===== src/hw/bitclk_defs.svh =====
`ifndef BITCLK_DEFS_SVH
`define BITCLK_DEFS_SVH

// Byte addresses on the register bus
`define BITCLK_ADDR_SHARED 8'hEC
`define BITCLK_ADDR_IRQ_STATUS 8'hF0
`define BITCLK_ADDR_IRQ_MASK 8'hF4
`define BITCLK_ADDR_MODE_STATUS 8'hF8

// Clock control word fields
`define BITCLK_CW_WAKE_BIT 6
`define BITCLK_CW_RC_WATCHDOG_STOP_ENABLE_BIT 5
`define BITCLK_CW_WDSEL_BIT 4
`define BITCLK_CW_CLEAR_BIT 3
`define BITCLK_CW_SEL_MSB 2
`define BITCLK_CW_SEL_LSB 0
`define BITCLK_CW_RESET 8'h17

// Interrupt status and mask fields
`define BITCLK_IRQ_OVF_BIT 0
`define BITCLK_IRQ_WAKE_BIT 1
`define BITCLK_IRQ_W 2

// Mode status fields
`define BITCLK_MS_MODE_LSB 0
`define BITCLK_MS_RC_OSC_OPTION_BIT 2
`define BITCLK_MS_WDSEL_BIT 3

// Timing
`define BITCLK_CLEAR_CYCLES 1
`define BITCLK_BASE_DIV_LOG2 2
`define BITCLK_PRE_W 10

`endif


===== src/hw/bitclk_pkg.sv =====
package bitclk_pkg;

    typedef enum logic [1:0] {
        BITCLK_RUN,
        BITCLK_STOP,
        BITCLK_WAKE,
        BITCLK_RC_WATCHDOG_STOP_ENABLE
    } bitclk_mode_t;

    typedef logic [2:0] bitclk_sel_t;

endpackage : bitclk_pkg


===== src/hw/bitclk_tick_if.sv =====
`timescale 1ns/1ps

interface bitclk_tick_if;
    import bitclk_pkg::*;

    bitclk_sel_t sel;
    logic run;
    logic phase;
    logic tap_tick;
    logic tick_2048;
    logic quarter;

    modport pre (
        input sel,
        input run,
        output phase,
        output tap_tick,
        output tick_2048,
        output quarter
    );

    modport core (
        output sel,
        output run,
        input phase,
        input tap_tick,
        input tick_2048,
        input quarter
    );

endinterface : bitclk_tick_if


===== src/hw/bitclk_top.sv =====
// Our own choice: the AXI4-Lite interface to the registers.
`timescale 1ns/1ps
`include "bitclk_defs.svh"

// Functional notes
// - Eight-bit interval counter runs from reset; software cannot halt it.
// - Counter advances once per prescaler pulse, ratios 8 to 1024 of oscillator.
// - Wrap from FF to 00 sets overflow flag, requesting the interval interrupt.
// - Writing clear bit zeroes counter; clear bit self-returns after one cycle.
// - Shared address reads count, writes control word; whole-byte writes only.
// - STOP with wake enable enters wake mode; only osc, /2048, timer0 run.
// - STOP with RC watchdog enable and wake enable clear enters RC mode; interval timer, watchdog run.
// - Watchdog select makes downstream counter a watchdog, else 7-bit timer.
// - Reset word clears both enables and clear bit, sets watchdog, slowest tap.
// - Oscillator passes a divide-by-two flop before internal clocking.
// - In RC oscillator mode, output pin drives oscillator divided by four.
// - RC oscillation selected only when configuration RC option bit is one.
module bitclk_top (
    // Clock and reset
    input wire logic clock_i,
    input wire logic arst_n_i,
    // AXI4-Lite write address
    input wire logic [7:0] s_axi_awaddr_i,
    input wire logic s_axi_awvalid_i,
    output logic s_axi_awready_o,
    // AXI4-Lite write data
    input wire logic [31:0] s_axi_wdata_i,
    input wire logic [3:0] s_axi_wstrb_i,
    input wire logic s_axi_wvalid_i,
    output logic s_axi_wready_o,
    // AXI4-Lite write response
    output logic [1:0] s_axi_bresp_o,
    output logic s_axi_bvalid_o,
    input wire logic s_axi_bready_i,
    // AXI4-Lite read address
    input wire logic [7:0] s_axi_araddr_i,
    input wire logic s_axi_arvalid_i,
    output logic s_axi_arready_o,
    // AXI4-Lite read data
    output logic [31:0] s_axi_rdata_o,
    output logic [1:0] s_axi_rresp_o,
    output logic s_axi_rvalid_o,
    input wire logic s_axi_rready_i,
    // Oscillator and configuration
    input wire logic osc_i,
    input wire logic rc_osc_option_i,
    output logic xout_o,
    output logic xout_oe_o,
    output logic clk_phase_o,
    // Core power control
    input wire logic stop_req_i,
    input wire logic wake_i,
    input wire logic irq_ack_i,
    output bitclk_pkg::bitclk_mode_t power_mode_o,
    // Downstream timers
    output logic watchdog_select_o,
    output logic interval_tick_o,
    output logic wake_tick_o,
    // Interrupt
    output logic irq_o
);
    import bitclk_pkg::*;

    localparam logic [1:0] RESP_OKAY = 2'h0;
    localparam logic [1:0] RESP_SLVERR = 2'h2;

    bitclk_tick_if tk ();

    bitclk_prescaler #(
        .PRE_W(`BITCLK_PRE_W)
    ) u_pre (
        .clock_i(clock_i),
        .arst_n_i(arst_n_i),
        .osc_i(osc_i),
        .tk(tk.pre)
    );

    // Control word and state
    logic [7:0] control_reg;
    logic [7:0] control_next;
    logic [7:0] interval_count_reg;
    logic [`BITCLK_IRQ_W-1:0] irq_status_reg;
    logic [`BITCLK_IRQ_W-1:0] irq_status_next;
    logic [`BITCLK_IRQ_W-1:0] irq_mask_reg;
    logic rc_option_reg;
    logic strap_done_reg;
    bitclk_mode_t mode_reg;
    bitclk_mode_t mode_next;
    logic interval_tick_reg;
    logic wake_tick_reg;
    logic xout_reg;

    // Bus state
    logic aw_held_reg;
    logic [7:0] aw_addr_reg;
    logic w_held_reg;
    logic [31:0] w_data_reg;
    logic [3:0] w_strb_reg;
    logic bvalid_reg;
    logic [1:0] bresp_reg;
    logic rvalid_reg;
    logic [31:0] rdata_reg;
    logic [1:0] rresp_reg;

    // Field views
    wire wake_timer_enable = control_reg[`BITCLK_CW_WAKE_BIT];
    wire rc_watchdog_stop_enable = control_reg[`BITCLK_CW_RC_WATCHDOG_STOP_ENABLE_BIT];
    wire watchdog_select = control_reg[`BITCLK_CW_WDSEL_BIT];
    wire interval_clear = control_reg[`BITCLK_CW_CLEAR_BIT];
    wire [2:0] interval_clock_select = control_reg[`BITCLK_CW_SEL_MSB:`BITCLK_CW_SEL_LSB];

    // Write channel handshakes
    assign s_axi_awready_o = ~aw_held_reg;
    assign s_axi_wready_o = ~w_held_reg;
    wire aw_take = s_axi_awvalid_i & ~aw_held_reg;
    wire w_take = s_axi_wvalid_i & ~w_held_reg;
    wire wr_fire = aw_held_reg & w_held_reg & ~bvalid_reg;

    // Write decode
    wire wr_shared = wr_fire & (aw_addr_reg == `BITCLK_ADDR_SHARED);
    wire wr_status = wr_fire & (aw_addr_reg == `BITCLK_ADDR_IRQ_STATUS);
    wire wr_mask = wr_fire & (aw_addr_reg == `BITCLK_ADDR_IRQ_MASK);
    wire wr_mode = wr_fire & (aw_addr_reg == `BITCLK_ADDR_MODE_STATUS);
    wire wr_known = wr_shared | wr_status | wr_mask | wr_mode;
    // Control word takes whole bytes only
    wire ctl_load = wr_shared & w_strb_reg[0];
    wire [`BITCLK_IRQ_W-1:0] sw_clear = wr_status & w_strb_reg[0] ?
        w_data_reg[`BITCLK_IRQ_W-1:0] : '0;

    // Read decode
    assign s_axi_arready_o = ~rvalid_reg;
    wire ar_take = s_axi_arvalid_i & ~rvalid_reg;
    wire rd_shared = s_axi_araddr_i == `BITCLK_ADDR_SHARED;
    wire rd_status = s_axi_araddr_i == `BITCLK_ADDR_IRQ_STATUS;
    wire rd_mask = s_axi_araddr_i == `BITCLK_ADDR_IRQ_MASK;
    wire rd_mode = s_axi_araddr_i == `BITCLK_ADDR_MODE_STATUS;
    wire rd_known = rd_shared | rd_status | rd_mask | rd_mode;
    wire [31:0] mode_word = 32'({watchdog_select, rc_option_reg, 2'(mode_reg)});
    wire [31:0] rd_value = rd_shared ? 32'(interval_count_reg) :
        rd_status ? 32'(irq_status_reg) :
        rd_mask ? 32'(irq_mask_reg) :
        rd_mode ? mode_word : 32'h0000_0000;

    // Counting gates
    wire counting = (mode_reg == BITCLK_RUN) | (mode_reg == BITCLK_RC_WATCHDOG_STOP_ENABLE);
    wire count_step = tk.tap_tick & counting;
    wire overflow = count_step & ~interval_clear & (interval_count_reg == 8'hFF);
    wire wake_event = tk.tick_2048 & (mode_reg == BITCLK_WAKE);

    // Prescaler steering
    assign tk.sel = interval_clock_select;
    // Plain STOP halts the oscillator path entirely
    assign tk.run = mode_reg != BITCLK_STOP;

    always_comb begin
        control_next = control_reg;
        if (ctl_load) begin
            control_next = {1'b0, w_data_reg[6:0]};
        end else if (interval_clear) begin
            control_next[`BITCLK_CW_CLEAR_BIT] = 1'b0;
        end
    end

    always_comb begin
        mode_next = mode_reg;
        case (mode_reg)
            BITCLK_RUN: begin
                if (stop_req_i) begin
                    // Wake enable wins when both enables are set
                    if (wake_timer_enable) begin
                        mode_next = BITCLK_WAKE;
                    end else if (rc_watchdog_stop_enable) begin
                        mode_next = BITCLK_RC_WATCHDOG_STOP_ENABLE;
                    end else begin
                        mode_next = BITCLK_STOP;
                    end
                end
            end
            BITCLK_STOP, BITCLK_WAKE, BITCLK_RC_WATCHDOG_STOP_ENABLE: begin
                if (wake_i) begin
                    mode_next = BITCLK_RUN;
                end
            end
            default: begin
                mode_next = BITCLK_RUN;
            end
        endcase
    end

    always_comb begin
        irq_status_next = irq_status_reg & ~sw_clear;
        if (irq_ack_i) begin
            irq_status_next[`BITCLK_IRQ_OVF_BIT] = 1'b0;
        end
        // Hardware set beats a clear in the same cycle
        if (overflow) begin
            irq_status_next[`BITCLK_IRQ_OVF_BIT] = 1'b1;
        end
        if (wake_event) begin
            irq_status_next[`BITCLK_IRQ_WAKE_BIT] = 1'b1;
        end
    end

    always_ff @(posedge clock_i or negedge arst_n_i) begin
        if (!arst_n_i) begin
            control_reg <= `BITCLK_CW_RESET;
            mode_reg <= BITCLK_RUN;
            irq_status_reg <= '0;
            irq_mask_reg <= '0;
        end else begin
            control_reg <= control_next;
            mode_reg <= mode_next;
            irq_status_reg <= irq_status_next;
            if (wr_mask && w_strb_reg[0]) begin
                irq_mask_reg <= w_data_reg[`BITCLK_IRQ_W-1:0];
            end
        end
    end

    // No stop input exists for the counter by design
    always_ff @(posedge clock_i or negedge arst_n_i) begin
        if (!arst_n_i) begin
            interval_count_reg <= 8'h00;
        end else if (interval_clear) begin
            interval_count_reg <= 8'h00;
        end else if (count_step) begin
            interval_count_reg <= interval_count_reg + 8'h01;
        end
    end

    // Strap caught once after reset release
    always_ff @(posedge clock_i or negedge arst_n_i) begin
        if (!arst_n_i) begin
            rc_option_reg <= 1'b0;
            strap_done_reg <= 1'b0;
        end else if (!strap_done_reg) begin
            rc_option_reg <= rc_osc_option_i;
            strap_done_reg <= 1'b1;
        end
    end

    always_ff @(posedge clock_i or negedge arst_n_i) begin
        if (!arst_n_i) begin
            interval_tick_reg <= 1'b0;
            wake_tick_reg <= 1'b0;
            xout_reg <= 1'b0;
        end else begin
            // No tick for a step swallowed by a clear, so the tick follows the count
            interval_tick_reg <= count_step & ~interval_clear;
            wake_tick_reg <= wake_event;
            xout_reg <= tk.quarter & rc_option_reg;
        end
    end

    always_ff @(posedge clock_i or negedge arst_n_i) begin
        if (!arst_n_i) begin
            aw_held_reg <= 1'b0;
            aw_addr_reg <= 8'h00;
            w_held_reg <= 1'b0;
            w_data_reg <= 32'h0000_0000;
            w_strb_reg <= 4'h0;
        end else begin
            if (aw_take) begin
                aw_held_reg <= 1'b1;
                aw_addr_reg <= s_axi_awaddr_i;
            end else if (wr_fire) begin
                aw_held_reg <= 1'b0;
            end
            if (w_take) begin
                w_held_reg <= 1'b1;
                w_data_reg <= s_axi_wdata_i;
                w_strb_reg <= s_axi_wstrb_i;
            end else if (wr_fire) begin
                w_held_reg <= 1'b0;
            end
        end
    end

    always_ff @(posedge clock_i or negedge arst_n_i) begin
        if (!arst_n_i) begin
            bvalid_reg <= 1'b0;
            bresp_reg <= RESP_OKAY;
        end else if (wr_fire) begin
            bvalid_reg <= 1'b1;
            bresp_reg <= wr_known ? RESP_OKAY : RESP_SLVERR;
        end else if (s_axi_bready_i) begin
            bvalid_reg <= 1'b0;
        end
    end

    always_ff @(posedge clock_i or negedge arst_n_i) begin
        if (!arst_n_i) begin
            rvalid_reg <= 1'b0;
            rdata_reg <= 32'h0000_0000;
            rresp_reg <= RESP_OKAY;
        end else if (ar_take) begin
            rvalid_reg <= 1'b1;
            rdata_reg <= rd_value;
            rresp_reg <= rd_known ? RESP_OKAY : RESP_SLVERR;
        end else if (s_axi_rready_i) begin
            rvalid_reg <= 1'b0;
        end
    end

    // Outputs
    assign s_axi_bvalid_o = bvalid_reg;
    assign s_axi_bresp_o = bresp_reg;
    assign s_axi_rvalid_o = rvalid_reg;
    assign s_axi_rdata_o = rdata_reg;
    assign s_axi_rresp_o = rresp_reg;
    assign xout_o = xout_reg;
    assign xout_oe_o = rc_option_reg;
    assign clk_phase_o = tk.phase;
    assign power_mode_o = mode_reg;
    assign watchdog_select_o = watchdog_select;
    assign interval_tick_o = interval_tick_reg;
    assign wake_tick_o = wake_tick_reg;
    assign irq_o = |(irq_status_reg & irq_mask_reg);

endmodule : bitclk_top


===== src/hw/bitclk_prescaler.sv =====
`timescale 1ns/1ps
`include "bitclk_defs.svh"

module bitclk_prescaler #(
    parameter int PRE_W = `BITCLK_PRE_W
) (
    // Clock and reset
    input wire logic clock_i,
    input wire logic arst_n_i,
    // Oscillator pin
    input wire logic osc_i,
    // Tap interface
    bitclk_tick_if.pre tk
);
    import bitclk_pkg::*;

    logic osc_s1_reg;
    logic osc_s2_reg;
    logic osc_s3_reg;
    logic div2_reg;
    logic [PRE_W-1:0] pre_cnt_reg;
    logic tap_tick_reg;
    logic tick_2048_reg;
    logic quarter_reg;

    wire osc_rise = osc_s2_reg & ~osc_s3_reg;
    // Every second rising oscillator edge, so input duty cycle does not matter
    wire half_tick = osc_rise & div2_reg & tk.run;
    wire [PRE_W-1:0] all_ones = {PRE_W{1'b1}};
    wire [3:0] sel_bits = 4'(tk.sel) + 4'(`BITCLK_BASE_DIV_LOG2);
    wire [PRE_W-1:0] tap_mask = ~(all_ones << sel_bits);
    wire tap_hit = half_tick & ((pre_cnt_reg & tap_mask) == tap_mask);
    wire full_hit = half_tick & (pre_cnt_reg == all_ones);

    always_ff @(posedge clock_i or negedge arst_n_i) begin
        if (!arst_n_i) begin
            osc_s1_reg <= 1'b0;
            osc_s2_reg <= 1'b0;
            osc_s3_reg <= 1'b0;
        end else begin
            osc_s1_reg <= osc_i;
            osc_s2_reg <= osc_s1_reg;
            osc_s3_reg <= osc_s2_reg;
        end
    end

    always_ff @(posedge clock_i or negedge arst_n_i) begin
        if (!arst_n_i) begin
            div2_reg <= 1'b0;
            pre_cnt_reg <= '0;
            tap_tick_reg <= 1'b0;
            tick_2048_reg <= 1'b0;
            quarter_reg <= 1'b0;
        end else begin
            if (osc_rise && tk.run) begin
                div2_reg <= ~div2_reg;
            end
            if (half_tick) begin
                pre_cnt_reg <= pre_cnt_reg + 1'b1;
            end
            tap_tick_reg <= tap_hit;
            tick_2048_reg <= full_hit;
            quarter_reg <= pre_cnt_reg[0];
        end
    end

    assign tk.phase = div2_reg;
    assign tk.tap_tick = tap_tick_reg;
    assign tk.tick_2048 = tick_2048_reg;
    assign tk.quarter = quarter_reg;

endmodule : bitclk_prescaler


===== config.mk =====
export PLATFORM = sky130hd
export DESIGN_NAME = bitclk_top
export DESIGN_NICKNAME = d
export VERILOG_FILES = /design/src/hw/bitclk_pkg.sv /design/src/hw/bitclk_tick_if.sv /design/src/hw/bitclk_top.sv /design/src/hw/bitclk_prescaler.sv
export VERILOG_INCLUDE_DIRS = /design/src /design/src/hw
export SDC_FILE = /design/constraint.sdc
export NUM_CORES = 1
export LEC_CHECK = 0
export ABC_AREA = 0
export BUFFER_PORTS_ARGS = -buffer_cell sky130_fd_sc_hd__buf_4
export CORE_MARGIN = 2
export CORE_UTILIZATION = 40
export DETAILED_ROUTE_END_ITERATION = 10
export HOLD_SLACK_MARGIN = 0.06
export PLACE_DENSITY = 0.66
export SETUP_SLACK_MARGIN = 0.4
export SYNTH_ARGS = -nofsm -noshare
export SYNTH_HDL_FRONTEND = slang
export SYNTH_SLANG_ARGS = --single-unit

===== constraint.sdc =====
create_clock -name clock_i -period 2.2 [get_ports clock_i]
set_clock_uncertainty 0.1 [all_clocks]
set_input_delay 0.44 -clock clock_i [delete_from_list [all_inputs] [get_ports clock_i]]
set_output_delay 0.44 -clock clock_i [all_outputs]
set_load 0.02 [all_outputs]

==> out/qor.csv, run 1 <==
metric,value,unit
status,"finished, final reports clean",
clock-sinks,73,
fp.dieH,95.6,microns
synthCells,279,
layout_worst_path_cycle_share,82.3,%
root_buffer,clkbuf_8,
fmax,552,MHz
synth-simple-area-share,13.0,%
clk_pin_slew,0.07,ns
drt_iter0_markers,55,
first_global_vias,2167,
pwr-share-clk,25.9,%
endpoint_kind,flip-flop,
cts_tree,yes,
pre_cts_ws,0.311,ns
hold_viol_final,0,
grt_antenna_before_repair,0,
yosys.area_share.adder,2.98,%
intPower,2790,uW
dr.pass1.iters,4,
rows,33,
grt_pass1_wl,10100,microns
clockBufferDepth,2,
synth_seq_cells,73,
crit_path_start_kind,flip-flop,
p_per_area,949,mW/mm^2
async_reset_ff_share,100,%
cpMaxStageDelayCell,or3_4,
critPathRequiredTime,2.32,ns
vias_per_cell,4.83,
gr-total-overflow,0,
grtUsageTotal,14.6,%
synth-edff-count,0,
ys.flop_type,dfrtp_1,
synth_compound_area_share,7.01,%
antennaDiodeCount,0,
criticalPathCategory,flip-flop to flip-flop,
fin_nets,431,
drv_slew,0,
area_growth,25.4,%
gp_congestion,0.779,
ir_drop,0.000559,V
cts_max_level,3,
synth_top_family_by_area,simple AND/OR/NAND/NOR gates,
yosys-mux-area-fraction,9.91,%
wire_per_inst,13.1,microns
port_buffers,59,
combPwrFrac,25.9,%
wl,6110,microns
synth-xor-area-share,4.70,%
die_area,0.00914,sq mm
cp_num_buf_inv,1,
grt_max_degree,43,
largest_reg_flops,10,
timing.hold.ws,0.102,ns
rsz0062_at_grt,true,
drive_above_1_share,38.0,%
cp_slowest_stage_delay,0.40,ns
vias,2260,
die_w,95.6,microns
crit_arrival,1.94,ns
setup_violations,0,
coreArea,0.00818,sq mm
synth_cell_type_count,48,
clk_latency,0.34,ns
path_delay_family,simple AND/OR/NAND/NOR gates,
dp_hpwl,4500,microns
cap_violations,0,
syn_avg_cell_area,12.0,sq um
p_sw,1210,uW
static-leakage-power,0.00206,uW
period_needed,1.81,ns
reg2reg_slack,0.39,ns
fin_tns_setup,0,ns
power.total,3990,uW
synthesis.area,0.00336,sq mm
seq_power_share,48.2,%
crit_path_max_fanout,7,
cts_made_buffers,9,
num_io_pins,114,
p_sw_share,30.2,%
worst_pin_slew,0.520,ns
detail-route-antenna-nets,0,
ys_seq_area_share,54.6,%
initial_core_util,41.1,%
yosysWarningCount,0,
drc_errors,0,
relSlewSlack,65.3,%
timing.final.ws_setup,0.389,ns
path_cells,nand4b_4 > or3_4 > nor3_4 > buf_12 > mux2_2,
hold_class,input port to flip-flop,
-- power groups by stage --
| stage | Clock [uW] | Combinational, uW | Sequential [uW] |
|---|---|---|---|
| floorplan | 0 | 612 | 1940 |
| global placement | 0 | 907 | 1940 |
| detailed placement | 0 | 932 | 1950 |
| CTS | 1070 | 978 | 1930 |
| global route | 1130 | 1150 | 1980 |
| finish | 1040 | 1030 | 1920 |
-- cell families after synthesis --
kind of cell,count (synthesis)
compound gates,34
xor+xnor,18
fa+ha+maj,8
buf+inv,42
flops,73
mux,30
other cells,2
simple gates,72
-- layout make-up --
class	count	area [sq um]
tap	105	131
multi-input combinational	189	1430
clock buffer	12	155
inverter	11	41.3
fill	735	3970
sequential	73	1840
clock inverter	3	40.0
timing repair buffer	75	578
-- timing repair --
item | 4_1_cts | 5_1_grt
endpoints found under the setup margin | 13 | 18
gates resized for setup | 9 | 8
hold buffers | 1 | 0
buffers inserted | 4 | 6
pin swaps | 2 | 6
hold endpoints to repair | 38 | 0
-- per-layer routing --
layer  vias up  global-route usage, %  part of all wire (%)
li1       1062                      -                     -
met1      1114                   18.8                    45
met4         0                   7.86                   2.1
met3        10                   3.16                   6.2
met2        74                   23.1                    47
met5         -                      0                     0
-- synth_stat cells, types with 7 or more instances --
cell      n  area (sq um)
mux2_2   26           293
nor2_1   14          52.6
a22o_1    7          61.3
xnor2_1   7          61.3
nand2_1  17          63.8
xor2_1   11          96.3
dfrtp_1  69          1730
inv_1    11          41.3
buf_4    26           195
o21ai_0   9          45.0
ha_1      8           100
-- cell usage in the layout (no fill, tap or decap), drive strengths merged, types with 5 or more instances in the layout --
cell type  synthesis  final
xnor2              7      7
conb               2     27
nor2              14     14
buf               26     74
o21ai              9      9
dfrtp             69     69
nand4              5      5
a22o               7      7
clkbuf             5     12
ha                 8      8
nand2             17     17
xor2              11     11
inv               11     11
mux2              26     26
-- through the flow --
step	std cells	area [sq um]	utilization, %
after floorplan	304	3450	-
final	468	4210	51.5
after global routing	468	4210	51.5
after global placement	442	3850	47.1
after CTS	462	4130	50.5
after detailed placement	442	3850	47.1
-- final timing paths --
path,startpoint,cells past startpoint,to
worst max register to register,aw_addr_reg[0],5,control_reg[6]
worst min register to register,u_pre.osc_s1_reg,0,u_pre.osc_s2_reg
worst max-delay path,aw_addr_reg[0],5,control_reg[6]
worst min-delay path,osc_i,1,u_pre.osc_s1_reg
max in group asynchronous,arst_n_i,3,strap_done_reg
min in group asynchronous,arst_n_i,2,aw_addr_reg[5]
Power figures use the tool's default switching activity.
==> run 2: changes to the inputs <==
--- a/config.mk
+++ b/config.mk
@@ -6,13 +6,13 @@
 export SDC_FILE = /design/constraint.sdc
 export NUM_CORES = 1
 export LEC_CHECK = 0
-export ABC_AREA = 0
+export ABC_AREA = 1
 export BUFFER_PORTS_ARGS = -buffer_cell sky130_fd_sc_hd__buf_4
 export CORE_MARGIN = 2
 export CORE_UTILIZATION = 40
 export DETAILED_ROUTE_END_ITERATION = 10
 export HOLD_SLACK_MARGIN = 0.06
-export PLACE_DENSITY = 0.66
+export PLACE_DENSITY = 0.68
 export SETUP_SLACK_MARGIN = 0.4
 export SYNTH_ARGS = -nofsm -noshare
 export SYNTH_HDL_FRONTEND = slang
==> constraint.sdc (replaced) <==
create_clock -name clock_i -period 1.65 [get_ports clock_i]
set_clock_uncertainty 0.1 [all_clocks]
set_input_delay 0.33 -clock clock_i [delete_from_list [all_inputs] [get_ports clock_i]]
set_output_delay 0.33 -clock clock_i [all_outputs]
set_load 0.02 [all_outputs]
==> out/qor.csv, run 2 <==
metric,value,unit
clk_pin_slew,0.08,ns
wl,8500,microns
cap_violations,0,
timing.final.ws_setup,0.0721,ns
power.total,6720,uW
synth-xor-area-share,1.97,%
dr.pass1.iters,4,
path_delay_family,flip-flops,
cp_slowest_stage_delay,0.39,ns
clockBufferDepth,2,
fin_nets,593,
area_growth,49.7,%
whs_path_depth,2,
crit_arrival,1.15,ns
crit_path_start_kind,flip-flop,
num_io_pins,114,
synth_cell_type_count,34,
layout_worst_path_cycle_share,95.6,%
crit_path_max_fanout,2,
critPathRequiredTime,1.22,ns
period_needed,1.58,ns
p_per_area,1260,mW/mm^2
r2r_start,power_mode_o[0],
status,"finished, final reports clean",
cp_num_buf_inv,1,
rsz0062_at_grt,true,
fmax,634,MHz
yosys-mux-area-fraction,2.53,%
initial_core_util,41.1,%
r2r-end,u_pre.pre_cnt_reg[5],
yosysWarningCount,0,
yosys-top-cells-area,"dfrtp_1, nand2_1, buf_4, inv_1, nor2_1",
port_buffers,59,
vias,3062,
drt_iter0_markers,93,
yosys.area_share.adder,2.81,%
die_w,98.4,microns
path_cells,a22o_1 > buf_6,
detail-route-antenna-nets,0,
largest_reg_flops,10,
clk_latency,0.36,ns
hold_viol_final,0,
rr_worst_depth,6,
ys_seq_area_share,51.4,%
yosysTopAreaCell,dfrtp_1,
criticalPathCategory,flip-flop to output pin,
drive_above_1_share,44.5,%
ir_drop,0.000895,V
grtUsageTotal,17.4,%
cts_tree,yes,
setup_violations,0,
grt_pass1_wl,13400,microns
root_buffer,clkbuf_8,
final_cell_mix,"buf_4, nand2_1, dfrtp_1",
first_global_vias,2869,
grt_max_degree,47,
ys.flop_type,dfrtp_1,
antennaDiodeCount,0,
hold_class,input port to flip-flop,
synth_top_area_share,48.5,%
hold_path_end,aw_addr_reg[7],
static-leakage-power,0.00265,uW
drc_errors,0,
layout_commonest_cell,buf_4,
pre_cts_ws,0.0738,ns
cts_made_buffers,9,
dp_cells,566,
synth_seq_cells,73,
yosysMostFrequentCell,nand2_1,
endpoint_kind,output pin,
dp_hpwl,5310,microns
fp.dieH,98.4,microns
cpMaxStageDelayCell,dfrtp_1,
layoutNonFillerInstCount,634,
coreArea,0.00868,sq mm
async_reset_ff_share,100,%
gr-total-overflow,0,
syn_avg_cell_area,8.95,sq um
grt_antenna_before_repair,0,
fin_tns_setup,0,ns
synth_top_family_by_area,simple AND/OR/NAND/NOR gates,
synthesis.area,0.00356,sq mm
hp-start,s_axi_awaddr_i[7],
synthCells,398,
synth_compound_area_share,8.15,%
cts_max_level,3,
synth-simple-area-share,21.7,%
clock-sinks,73,
die_area,0.00968,sq mm
reg2reg_slack,0.13,ns
wire_per_inst,13.4,microns
gp_congestion,0.854,
post-route-util,61.5,%
drv_slew,0,
vias_per_cell,4.83,
synthTopCellsByCount,"nand2_1, dfrtp_1, inv_1, nor2_1, buf_4",
synth-edff-count,0,
rows,34,
==> run 2: changes by cell type in the layout (fill, tap and decap cells not counted), sizes merged, moves of 14 or more <==
cell / change
nand2: +68
inv: +38
buf: +37
nor2: +29
nand3: +22
mux2: -18
o21ai: +14
==> run 2: worst max-delay path by stage <==
stage                                        to  slack, ns  depth (start not counted)              start
after floorplan            u_pre.pre_cnt_reg[5]       0.13                          7    power_mode_o[1]
after global placement    interval_count_reg[5]       0.11                          8    power_mode_o[0]
after detailed placement  interval_count_reg[5]       0.07                          8    power_mode_o[0]
after CTS                                 irq_o       0.07                          2  irq_status_reg[1]
after global routing                      irq_o       0.04                          2    irq_mask_reg[1]
final                                     irq_o       0.07                          2    irq_mask_reg[1]
==> run 2: power by group <==
part | internal (uW) | switching [uW] | leakage (uW)
sequential | 2200 | 362 | 0.000916
clock | 1090 | 674 | 0.000127
combinational | 1160 | 1230 | 0.00161
==> run 2: final cells by class <==
class                   instances  area (sq um)
clock buffers                  12           155
clock inverters                 4          98.8
fillers                       682          3340
inverters                      49           196
multi-input cells             273          1860
flip-flops and latches         73          1840
well taps                     108           135
repair buffers                115          1050
==> run 2: worst register-to-register path: stages (launching register included) <==
cell and delay (ns):
dfrtp_2 0.45, ha_4 0.18, nor2_4 0.12, nand3_4 0.15, nor3_4 0.17, nand2_1 0.09
xor2_1 0.15
==> run 2: metal layers <==
layer	up-vias	part of all wire [%]	GRT usage [%]
li1	1477	-	-
met1	1466	43	23.0
met2	107	49	27.5
met3	12	5.8	4.44
met4	0	1.9	6.64
met5	-	0	0
==> run 2: cell families (layout without fill, tap and decap cells) <==
logic type,after synthesis,after routing
and+or+nand+nor,173,174
buffers and inverters,78,180
DFF,73,73
AOI/OAI and AO/OA,48,48
adders and majority gates,8,8
xor gates and xnor gates,8,8
muxes,8,8
other,2,27
==> run 2: repair_timing <==
item                       in CTS  in global routing
hold buffers                    4                  0
setup endpoints to repair      58                 81
buffers inserted               32                 13
resized for setup              66                 71
gates cloned                    1                  2
hold endpoints to repair       72                  0
pin swaps                      22                 15
==> run 2: metrics by stage <==
step	area, sq um	hold WS [ns]
2_1_floorplan	3750	-0.0656
3_5_place_dp	4160	0.0290
5_1_grt	5330	0.0851
6_report	5330	0.103
3_3_place_gp	4160	0.0286
4_1_cts	4960	0.0901
==> run 3: changes to the inputs <==
--- a/config.mk
+++ b/config.mk
@@ -8,11 +8,14 @@
 export LEC_CHECK = 0
 export ABC_AREA = 1
 export BUFFER_PORTS_ARGS = -buffer_cell sky130_fd_sc_hd__buf_4
+export CELL_PAD_IN_SITES_DETAIL_PLACEMENT = 0
+export CELL_PAD_IN_SITES_GLOBAL_PLACEMENT = 1
 export CORE_MARGIN = 2
-export CORE_UTILIZATION = 40
+export CORE_UTILIZATION = 34
+export CTS_CLUSTER_DIAMETER = 120
 export DETAILED_ROUTE_END_ITERATION = 10
 export HOLD_SLACK_MARGIN = 0.06
-export PLACE_DENSITY = 0.68
+export PLACE_DENSITY = 0.77
 export SETUP_SLACK_MARGIN = 0.4
 export SYNTH_ARGS = -nofsm -noshare
 export SYNTH_HDL_FRONTEND = slang
==> out/qor.csv, run 3 (same netlist as run 2, synthesis figures left out) <==
metric,value,unit
wl_met3,279,microns
p_sw,2250,uW
fin_tns_setup,0,ns
rr_worst_depth,7,
whs_path_depth,2,
drv_slew,0,
n_fill_cell,925,
highest_layer,met4,
path_cells,a22o_1 > buf_6,
crit_path_start_kind,flip-flop,
first_global_vias,2870,
vias_per_cell,4.41,
port_buffers,59,
clk_pin_slew,0.09,ns
root_buffer,clkbuf_8,
clockBufferDepth,2,
dp_hpwl,5450,microns
rows,37,
static-leakage-power,0.00258,uW
gp_congestion,0.865,
period_needed,1.54,ns
p_per_area,1230,mW/mm^2
grt_antenna_before_repair,0,
dr.pass1.iters,4,
stdcell_area,0.00520,sq mm
critPathLaunch,irq_mask_reg[1],
rsz0062_at_grt,true,
drt_iter0_markers,126,
crit_path_max_fanout,2,
dp_cells,597,
wl_met2,4120,microns
intPower,4140,uW
multi_input_area,0.00175,sq mm
seq_power_share,39.5,%
p_sw_share,35.2,%
postPlaceCellArea,0.00422,sq mm
cp_num_buf_inv,1,
vias,2929,
coreArea,0.0102,sq mm
layout_commonest_cell,buf_4,
antennaDiodeCount,0,
regArea,0.00184,sq mm
cts_max_level,3,
crit_end,irq_o,
crit_arrival,1.11,ns
wl_met1,3650,microns
cts_tree,yes,
reg2reg_slack,0.14,ns
drc_errors,0,
num_io_pins,114,
post-route-util,50.8,%
largest_reg_flops,10,
status,"finished, final reports clean",
die_area,0.0113,sq mm
r2r-end,u_pre.pre_cnt_reg[5],
grt_pass1_wl,13100,microns
layoutNonFillerInstCount,664,
cp_num_cells,2,
hold_class,input port to flip-flop,
ir_drop,0.000660,V
clk_latency,0.36,ns
initial_core_util,34.8,%
clock-sinks,73,
r2r_start,power_mode_o[1],
cpMaxStageDelayCell,dfrtp_1,
wire_per_inst,12.3,microns
cap_violations,0,
layout_worst_path_cycle_share,93.4,%
detail-route-antenna-nets,0,
criticalPathCategory,flip-flop to output pin,
pwr-share-clk,24.9,%
path_delay_family,flip-flops,
combPwrFrac,35.6,%
drive_above_1_share,41.9,%
area_growth,45.9,%
cp_slowest_stage_delay,0.39,ns
cts_made_buffers,9,
gr-total-overflow,0,
wl,8140,microns
fin_nets,595,
grtUsageTotal,14.8,%
hold_viol_final,0,
setup_violations,0,
final_cell_mix,"buf_4, nand2_1, dfrtp_1",
critPathRequiredTime,1.22,ns
endpoint_kind,output pin,
grt_max_degree,37,
fp.dieH,106,microns
fmax,649,MHz
die_w,106,microns
==> run 3: how the worst min path moves through the flow <==
| stage | from | to | slack, ns |
|---|---|---|---|
| 6_report | s_axi_awaddr_i[6] | aw_addr_reg[6] | 0.09 |
| 5_1_grt | s_axi_awaddr_i[3] | aw_addr_reg[3] | 0.08 |
| 4_1_cts | s_axi_awaddr_i[6] | aw_addr_reg[6] | 0.08 |
| 3_5_place_dp | arst_n_i | s_axi_rresp_o[1] | 0.16 |
| 3_3_place_gp | arst_n_i | s_axi_rvalid_o | 0.16 |
| 2_1_floorplan | arst_n_i | aw_addr_reg[0] | -0.07 |
==> run 3: power by group through the flow <==
stage,sequential [uW],combinational [uW],clock (uW)
final,2530,2270,1590
after global routing,2590,2460,1730
after CTS,2500,2010,1640
after detailed placement,2540,1540,0
after global placement,2530,1520,0
after floorplan,2570,965,0
==> run 3: repair_timing <==
item | in CTS | in global routing
pin swaps | 25 | 25
cloned | 1 | 1
buffers inserted | 34 | 11
setup endpoints to repair | 68 | 73
hold buffers | 4 | 0
resized for setup | 61 | 30
hold endpoints to repair | 24 | 0
==> run 3: cell type report <==
type                    count  share of cell area, %
flip-flops and latches     73                   35.3
inverters                  49                   3.73
well taps                 136                   3.27
clock inverters             7                   1.95
repair buffers            116                   19.8
multi-input cells         274                   33.6
clock buffers               9                   2.38
==> run 3: per-stage QoR <==
stage | total power, uW | setup slack (ns) | hold WS, ns
after floorplan | 3540 | 0.135 | -0.0656
after global placement | 4040 | 0.0818 | 0.163
after detailed placement | 4080 | 0.0460 | 0.164
after CTS | 6150 | 0.0814 | 0.0799
after global routing | 6780 | 0.0605 | 0.0765
final | 6390 | 0.109 | 0.0922
==> run 3: per-layer routing <==
metal	global-route usage, %	vias up
li1	-	1485
met3	3.68	7
met4	5.08	0
met1	18.8	1384
met2	24.5	53
met5	0	-
